[src/ddr_strobe_regs.svh]
`ifndef DDR_STROBE_REGS_SVH
`define DDR_STROBE_REGS_SVH

// Register offsets on the plain register port.
`define REG_CTRL            4'h0
`define REG_STATUS          4'h1
`define REG_GROUP           4'h2

// Control register fields.
`define CTRL_SENS_HIGH      0
`define CTRL_GPIO_EN        1
`define CTRL_GPIO_OUT       2
`define CTRL_GPIO_OE        3
`define CTRL_RESET          4'h0

// Status register fields.
`define STAT_LOCK           0
`define STAT_POLARITY       1
`define STAT_PREAMBLE       2
`define STAT_PIN_IN         3
`define STAT_CODE_LSB       4

// Group register fields.
`define GROUP_SPAN_LSB      0
`define GROUP_SLOT_LSB      8

// Data and strobe group layout.
`define GROUP_SPAN_WIDE     8'h10
`define GROUP_SPAN_NARROW   8'h0E
`define STROBE_SLOT         8'h08
`define DATA_PER_GROUP      8

// Timing of the calibration loop.
`define REF_PERIOD_NS       100
`define TAP_NS              5
`define DELAY_TAPS          8
`define LOCK_CYCLES         5'h10
`define SENS_WIN_HIGH       3'h0
`define SENS_WIN_LOW        3'h1

`endif

[src/ddr_strobe_pkg.sv]
package ddr_strobe_pkg;

  // Delay code handed from the calibrator to the strobe buffer.
  typedef logic [2:0] delay_code_t;

  // Calibrator states.
  typedef enum logic [1:0] {
    CAL_IDLE,
    CAL_TRACK,
    CAL_LOCKED
  } cal_state_t;

endpackage

[src/strobe_link_if.sv]
interface strobe_link_if;
  ddr_strobe_pkg::delay_code_t delay_code;
  logic                        lock;

  modport src (output delay_code, output lock);
  modport dst (input delay_code, input lock);
endinterface

[src/ddr_strobe_delay_calibration.sv]
`include "ddr_strobe_regs.svh"

// Functional notes
// - A group spans sixteen or fourteen pins; the ninth carries the strobe.
// - Without memory the strobe pin is general I/O, still feeding the delay.
// - The calibrator derives a quarter-period delay code from its reference clock.
// - Update input low refreshes the output code; high holds it.
// - Lock shows the loop is in phase; reset returns it to start.
// - A sensitivity bit selects a strict or tolerant lock detector.
// - The buffer delays the strobe by the code for the capture registers.
// - The undelayed strobe is also passed to the fabric.
// - A preamble detect is derived from the incoming strobe.
// - Polarity is the clock level at the first preamble detect edge.
module ddr_strobe_delay_calibration #(
  parameter bit NARROW_GROUP = 1'b0                  // Selects the fourteen pin group variant.
) (
  input  wire logic        REF_CLK,                  // Reference clock, 10 MHz.
  input  wire logic        RST,                      // Synchronous reset, active high.
  input  wire logic        DELAY_UPDATE_N,           // Low lets the delay code refresh.
  input  wire logic        READ_PULSE,               // Read pulse from the fabric.
  input  wire logic        SYS_CLK_LVL,              // Fabric system clock level.
  input  wire logic        STROBE_I,                 // Strobe pin input.
  output logic             STROBE_O,                 // Strobe pin output in general I/O use.
  output logic             STROBE_OE,                // Strobe pin output enable.
  output logic             STROBE_DELAYED,           // Delayed strobe to the capture registers.
  output logic             STROBE_RAW,               // Undelayed strobe to the fabric.
  output logic             PREAMBLE_DET,             // Preamble detect to the fabric.
  output logic             CAPTURE_CLOCK_POLARITY,   // Capture clock polarity.
  output logic             LOCK,                     // Calibrator in phase.
  output logic [2:0]       DELAY_CODE,               // Delay code as seen by the buffer.
  input  wire logic [3:0]  REG_ADDR,                 // Register address.
  input  wire logic [15:0] REG_WDATA,                // Register write data.
  input  wire logic        REG_WR,                   // Write strobe.
  input  wire logic        REG_RD,                   // Read strobe.
  output logic [15:0]      REG_RDATA                 // Read data, one cycle after the strobe.
);

  // The quarter period in taps, rounded up.
  localparam int TARGET_INT = (`REF_PERIOD_NS / 4 + `TAP_NS - 1) / `TAP_NS;
  localparam ddr_strobe_pkg::delay_code_t TARGET_CODE = 3'(TARGET_INT);

  strobe_link_if link ();

  ddr_strobe_pkg::cal_state_t  state_r;
  ddr_strobe_pkg::cal_state_t  state_nxt;
  ddr_strobe_pkg::delay_code_t track_r;
  ddr_strobe_pkg::delay_code_t code_out_r;
  logic [4:0]                  lock_cnt_r;
  logic                        lock_r;
  logic [3:0]                  ctrl_r;
  logic [2:0]                  err_abs;
  logic [2:0]                  window;
  logic                        in_window;
  logic [7:0]                  span;
  logic [1:0]                  pin_sync_r;

  // Error between the tracking code and the quarter-period target.
  always_comb begin
    err_abs   = (track_r > TARGET_CODE) ? (track_r - TARGET_CODE) : (TARGET_CODE - track_r);
    window    = ctrl_r[`CTRL_SENS_HIGH] ? `SENS_WIN_HIGH : `SENS_WIN_LOW;
    in_window = (err_abs <= window);
  end

  // Next calibrator state.
  always_comb begin
    state_nxt = state_r;
    unique case (state_r)
      ddr_strobe_pkg::CAL_IDLE: begin
        state_nxt = ddr_strobe_pkg::CAL_TRACK;
      end
      ddr_strobe_pkg::CAL_TRACK: begin
        if (in_window && lock_cnt_r == `LOCK_CYCLES - 5'h01) begin
          state_nxt = ddr_strobe_pkg::CAL_LOCKED;
        end
      end
      ddr_strobe_pkg::CAL_LOCKED: begin
        if (!in_window) begin
          state_nxt = ddr_strobe_pkg::CAL_TRACK;
        end
      end
    endcase
  end

  // Calibrator loop: step the tracking code toward the target and qualify lock.
  always_ff @(posedge REF_CLK) begin
    if (RST) begin
      state_r    <= ddr_strobe_pkg::CAL_IDLE;
      track_r    <= 3'h0;
      lock_cnt_r <= 5'h00;
      lock_r     <= 1'b0;
    end else begin
      state_r <= state_nxt;
      if (state_r != ddr_strobe_pkg::CAL_IDLE) begin
        if (track_r < TARGET_CODE) begin
          track_r <= track_r + 3'h1;
        end else if (track_r > TARGET_CODE) begin
          track_r <= track_r - 3'h1;
        end
      end
      if (state_r == ddr_strobe_pkg::CAL_TRACK && in_window) begin
        lock_cnt_r <= lock_cnt_r + 5'h01;
      end else begin
        lock_cnt_r <= 5'h00;
      end
      lock_r <= (state_nxt == ddr_strobe_pkg::CAL_LOCKED);
    end
  end

  // The code sent to the buffer follows the loop only while the update input is low.
  always_ff @(posedge REF_CLK) begin
    if (RST) begin
      code_out_r <= 3'h0;
    end else if (!DELAY_UPDATE_N) begin
      code_out_r <= track_r;
    end
  end

  assign link.delay_code = code_out_r;
  assign link.lock       = lock_r;
  assign LOCK            = lock_r;
  assign DELAY_CODE      = code_out_r;

  // Strobe buffer; the pin always feeds it, even in general I/O use.
  strobe_delay_buffer u_buffer (
    .clk            (REF_CLK),
    .rst            (RST),
    .strobe_in      (STROBE_I),
    .sys_clk_lvl    (SYS_CLK_LVL),
    .read_pulse     (READ_PULSE),
    .link           (link),
    .strobe_delayed (STROBE_DELAYED),
    .strobe_raw     (STROBE_RAW),
    .preamble_det   (PREAMBLE_DET),
    .polarity       (CAPTURE_CLOCK_POLARITY)
  );

  // Pin input for the general I/O status bit passes two flops.
  always_ff @(posedge REF_CLK) begin
    if (RST) begin
      pin_sync_r <= 2'h0;
    end else begin
      pin_sync_r <= {pin_sync_r[0], STROBE_I};
    end
  end

  // General I/O drive exists only when enabled; in memory use the pin is input only.
  assign STROBE_O  = ctrl_r[`CTRL_GPIO_EN] & ctrl_r[`CTRL_GPIO_OUT];
  assign STROBE_OE = ctrl_r[`CTRL_GPIO_EN] & ctrl_r[`CTRL_GPIO_OE];

  // Group span; the strobe sits at the ninth position in either variant.
  assign span = NARROW_GROUP ? `GROUP_SPAN_NARROW : `GROUP_SPAN_WIDE;

  // Control register write.
  always_ff @(posedge REF_CLK) begin
    if (RST) begin
      ctrl_r <= `CTRL_RESET;
    end else if (REG_WR && REG_ADDR == `REG_CTRL) begin
      ctrl_r <= REG_WDATA[3:0];
    end
  end

  // Registered read data, valid only in the cycle after the read strobe.
  always_ff @(posedge REF_CLK) begin
    if (RST) begin
      REG_RDATA <= 16'h0000;
    end else if (REG_RD) begin
      unique case (REG_ADDR)
        `REG_CTRL: begin
          REG_RDATA <= {12'h000, ctrl_r};
        end
        `REG_STATUS: begin
          REG_RDATA <= {9'h000, code_out_r, pin_sync_r[1], PREAMBLE_DET,
                        CAPTURE_CLOCK_POLARITY, lock_r};
        end
        `REG_GROUP: begin
          REG_RDATA <= {`STROBE_SLOT, span};
        end
        default: begin
          REG_RDATA <= 16'h0000;
        end
      endcase
    end else begin
      REG_RDATA <= 16'h0000;
    end
  end

endmodule

[src/strobe_delay_buffer.sv]
`include "ddr_strobe_regs.svh"

module strobe_delay_buffer (
  input  wire logic  clk,            // Reference clock.
  input  wire logic  rst,            // Synchronous reset, active high.
  input  wire logic  strobe_in,      // Strobe from the memory pin.
  input  wire logic  sys_clk_lvl,    // Fabric system clock level.
  input  wire logic  read_pulse,     // Read pulse from the fabric.
  strobe_link_if.dst link,           // Delay code from the calibrator.
  output logic       strobe_delayed, // Delayed strobe to the capture registers.
  output logic       strobe_raw,     // Undelayed strobe to the fabric.
  output logic       preamble_det,   // Preamble detect to the fabric.
  output logic       polarity        // Capture clock polarity.
);

  logic [1:0]              strobe_sync_r;
  logic [1:0]              sclk_sync_r;
  logic [`DELAY_TAPS-1:0]  line_r;
  logic                    read_d_r;
  logic                    armed_r;
  logic                    prm_d_r;

  // Two flops on the pin inputs; only the second stage is read.
  always_ff @(posedge clk) begin
    if (rst) begin
      strobe_sync_r <= 2'h0;
      sclk_sync_r   <= 2'h0;
    end else begin
      strobe_sync_r <= {strobe_sync_r[0], strobe_in};
      sclk_sync_r   <= {sclk_sync_r[0], sys_clk_lvl};
    end
  end

  // Tapped delay line; the tap is chosen by the calibrated code.
  always_ff @(posedge clk) begin
    if (rst) begin
      line_r         <= '0;
      strobe_delayed <= 1'b0;
      strobe_raw     <= 1'b0;
    end else begin
      line_r         <= {line_r[`DELAY_TAPS-2:0], strobe_sync_r[1]};
      strobe_delayed <= line_r[link.delay_code];
      strobe_raw     <= strobe_sync_r[1];
    end
  end

  // A read rising edge arms detection; the first low strobe seen then is the preamble.
  always_ff @(posedge clk) begin
    if (rst) begin
      read_d_r     <= 1'b0;
      armed_r      <= 1'b0;
      preamble_det <= 1'b0;
      prm_d_r      <= 1'b0;
      polarity     <= 1'b0;
    end else begin
      read_d_r     <= read_pulse;
      prm_d_r      <= preamble_det;
      preamble_det <= read_pulse & ~strobe_sync_r[1];
      if (read_pulse & ~read_d_r) begin
        armed_r <= 1'b1;
      end else if (preamble_det & ~prm_d_r) begin
        armed_r <= 1'b0;
      end
      // Clock level at the first detect edge picks the polarity.
      if (armed_r & preamble_det & ~prm_d_r) begin
        polarity <= sclk_sync_r[1];
      end
    end
  end

endmodule

[config.mk]
export PLATFORM = sky130hd
export DESIGN_NAME = ddr_strobe_delay_calibration
export DESIGN_NICKNAME = d
export VERILOG_FILES = /design/src/ddr_strobe_pkg.sv /design/src/strobe_link_if.sv /design/src/ddr_strobe_delay_calibration.sv /design/src/strobe_delay_buffer.sv
export VERILOG_INCLUDE_DIRS = /design/src
export SDC_FILE = /design/constraint.sdc
export NUM_CORES = 1
export LEC_CHECK = 0
export ABC_AREA = 0
export BUFFER_PORTS_ARGS = -buffer_cell sky130_fd_sc_hd__buf_2
export CORE_UTILIZATION = 51
export DETAILED_ROUTE_END_ITERATION = 10
export HOLD_SLACK_MARGIN = 0.05
export PLACE_DENSITY = 0.83
export RECOVER_POWER = 50
export SKIP_LAST_GASP = 1
export SLEW_MARGIN = 10
export SYNTH_ARGS = -nofsm -noshare
export SYNTH_HDL_FRONTEND = slang
export SYNTH_SLANG_ARGS = --single-unit
[constraint.sdc]
create_clock -name REF_CLK -period 2.7 [get_ports REF_CLK]
set_input_delay 0.135 -clock REF_CLK [delete_from_list [all_inputs] [get_ports REF_CLK]]
set_output_delay 0.135 -clock REF_CLK [all_outputs]
set_load 0.1 [all_outputs]
==> impl_results.md <==
- TritonCTS clock tree: done
- Final Setup Violations: 0
- Vias in the first global route: 1238
- H-tree Lvls: 2
- RR Startpoint: track_r[1]$_SDFFE_PP0P_
- Critical path fanouts, max: 6
- Vias: 1308
- Clock buffer depth: 2
- WP data required: 2.96 ns
- Share of cells above drive strength 1: 17.78%
- Period Utilization, post-route: 82.89%
- Ys Warns: 0
- Synthesized area per cell: 10.22 um2
- Post-synth EDFFs: 0
- Max Slew Vio Count: 0
- Endpoints failing hold: 0
- Initial DRC Count: 45
- Max Fclk: 446.8 MHz
- Synth async-reset ratio: 0%
- Vias per inst: 4.827
- Cell count after synthesis: 182
- First-pass GRT wire length: 5471 um
- # clock sinks: 44
- DRC Markers: 0
- Top cells by area, synth: dfxtp_1 47%, mux2i_1 7.0%, ha_1 6.7%
- Post-Route WL: 3323 um
- Leak Pwr: 0.9123 nW
- Hold WC Path Type: primary input to register
- Synth unique cells: 39
- Core Box Area: 0.003416 mm2
- Worst R2R End: track_r[2]$_SDFFE_PP0P_
- Wire per inst: 12.26 um
- Peak VDD IR: 0.0004617 V
- Post-route setup TNS: 0 ns
- Overall routing resource usage: 18.28%
- RSZ-0062 raised after global routing: no
- I/O Pins: 54
- Area grow syn2layout: 17.56%
- Clock latency at the later pin of the worst-skew pair: 0.36 ns
- Crit path capture type: register
- Synth top area share: 47.38%
- Util after Layout: 63.99%
- Grt total ovfl: 0
- Worst-path clk slew: 0.12 ns
- Largest net degree at the start of global routing: 34
- Worst setup path startpoint: track_r[1]$_SDFFE_PP0P_
- Critical path type: register to register
- Worst slack at placement: 0.4671 ns
- Slew @ Worst Pin: 1.369 ns
- Dpl hpwl: 2256 um
- Input/output buffers: 33
- Routed Antenna Nets: 0
- Die area: 0.003891 mm2
- Root buf cell: clkbuf_4
- Worst setup SP type: register
- CTS resizes: 0
- Total CTS buffers: 5
- Max-Cap Viols: 0
- Syn Std Cell Area: 0.001859 mm2
- Post-Route Skew: 0.005802 ns
- 1st-pass router iterations: 6
- Die W: 62.38 um
- Starting Density: 54.43%
- Crit path capture: track_r[2]$_SDFFE_PP0P_
- Status: completed
- Fin worst setup slack: 0.4619 ns
- Post-synth top area cell: dfxtp_1
- Rel. slew slack: 8.730%
- FILL cells: 285
- Rows: 21
- Antenna violations before repair: 0
- Die Y: 62.38 um
- Total chip power: 1.306 mW
- Nets: 263
- Period minus WS final: 2.238 ns
- Sequential-to-total area share from yosys stat: 47.38%
- Synth Register Bits: 44
- Placer Congestion: 0.7465
- Worst EP arrival: 2.50 ns
- Worst R2R Setup Slack: 0.46 ns
- Power per cell area: 597.6 mW/mm2
- Synth Flop Type: dfxtp_1
- Worst reg2reg path depth: 8
- # diodes: 0
worst max-delay path, cell delays in order, from the launching register on:
cell	delay, ns
dfxtp_1	0.52
inv_1	0.13
ha_1	0.23
a21oi_2	0.24
inv_2	0.10
fa_1	0.39
xnor2_1	0.21
a21oi_1	0.09
a31o_2	0.23
per-stage QoR:
stage	instances	cell area, um2	hold slack, ns
6_report	271	2186	0.08181
5_1_grt	271	2186	0.1030
4_1_cts	271	2198	0.08054
3_5_place_dp	255	2028	0.3522
3_3_place_gp	255	2028	0.3436
2_1_floorplan	189	1886	0.2141
kinds of logic after synthesis:
group           after synthesis  synth area share (%)
simple gates                 62                 18.10
other cells                   1                0.2017
xor+xnor                      5                 2.355
mux                          15                 9.421
fa+ha+maj                    11                 7.806
flops                        44                 47.38
compound gates               20                 8.210
buf+inv                      24                 6.527
final cells by class:
cell class / count / area (um2) / share of cell area (%)
multi-input combinational: 121 / 883.3 / 40.41
sequential: 44 / 880.8 / 40.30
timing repair buffer: 41 / 232.7 / 10.65
tap: 46 / 57.56 / 2.633
clock buffer: 6 / 51.30 / 2.347
inverter: 11 / 41.29 / 1.889
clock inverter: 2 / 38.79 / 1.774
where the power goes:
group	total, mW	internal (mW)	switching, mW	leakage [nW]
combinational	0.185	0.0550	0.130	0.507
sequential	0.685	0.665	0.0198	0.357
clock	0.436	0.222	0.214	0.0484
sequential cells by signal (all words and copies together), names as in the netlist, 2 cells and up:
register / cells
track_r: 3
state_r: 2
u_buffer.strobe_sync_r: 2
REG_RDATA: 8
lock_cnt_r: 5
u_buffer.line_r: 8
DELAY_CODE: 3
u_buffer.sclk_sync_r: 2
ctrl_r: 4
synth_stat cells (2+ instances only):
library cell / n
ha_1: 10
and2_1: 5
nor2b_1: 15
clkbuf_1: 4
a21oi_1: 7
nand2b_1: 3
o211ai_1: 2
mux2i_1: 13
mux4_2: 2
nand3b_1: 2
dfxtp_1: 44
inv_1: 10
o21ai_0: 3
buf_4: 8
nor2_1: 25
xnor2_1: 4
nand3_1: 2
nor3b_1: 2
placed cells by master (no fill, tap or decap), types with 7 or more instances in the layout:
master | Yosys | layout
dfxtp_1 | 44 | 44
nor2_1 | 25 | 25
buf_2 | 1 | 23
nor2b_1 | 15 | 15
mux2i_1 | 13 | 13
inv_1 | 10 | 10
ha_1 | 10 | 10
clkbuf_1 | 4 | 10
conb_1 | 1 | 8
dlygate4sd3_1 | 0 | 8
a21oi_1 | 7 | 7
worst min path at each step:
stage,start,end,slack [ns],cells past startpoint
after floorplan,RST,u_buffer.read_d_r$_SDFF_PP0_,0.21,1
after global placement,STROBE_I,u_buffer.strobe_sync_r[0]$_SDFF_PP0_,0.34,2
after detailed placement,SYS_CLK_LVL,u_buffer.sclk_sync_r[0]$_SDFF_PP0_,0.35,2
after CTS,DELAY_UPDATE_N,DELAY_CODE[2]$_SDFFE_PP0N_,0.08,3
after global routing,REG_ADDR[2],REG_RDATA[4]$_SDFF_PP0_,0.10,3
final,DELAY_UPDATE_N,DELAY_CODE[2]$_SDFFE_PP0N_,0.08,3
routing by layer:
layer	wire length [um]	track usage [%]	part of all wire (%)	up-vias
met1	1559	21.32	47	602
met5	0	0	0	-
met4	59	8.721	1.8	0
met3	113	4.380	3.4	7
li1	-	-	-	673
met2	1591	31.46	48	26
what timing repair did:
item	in CTS	in global routing
hold buffers	8	0
hold endpoints to repair	9	0
setup buffers	0	0
endpoints found under the setup margin	0	0
(Power assumes the default switching activity.)
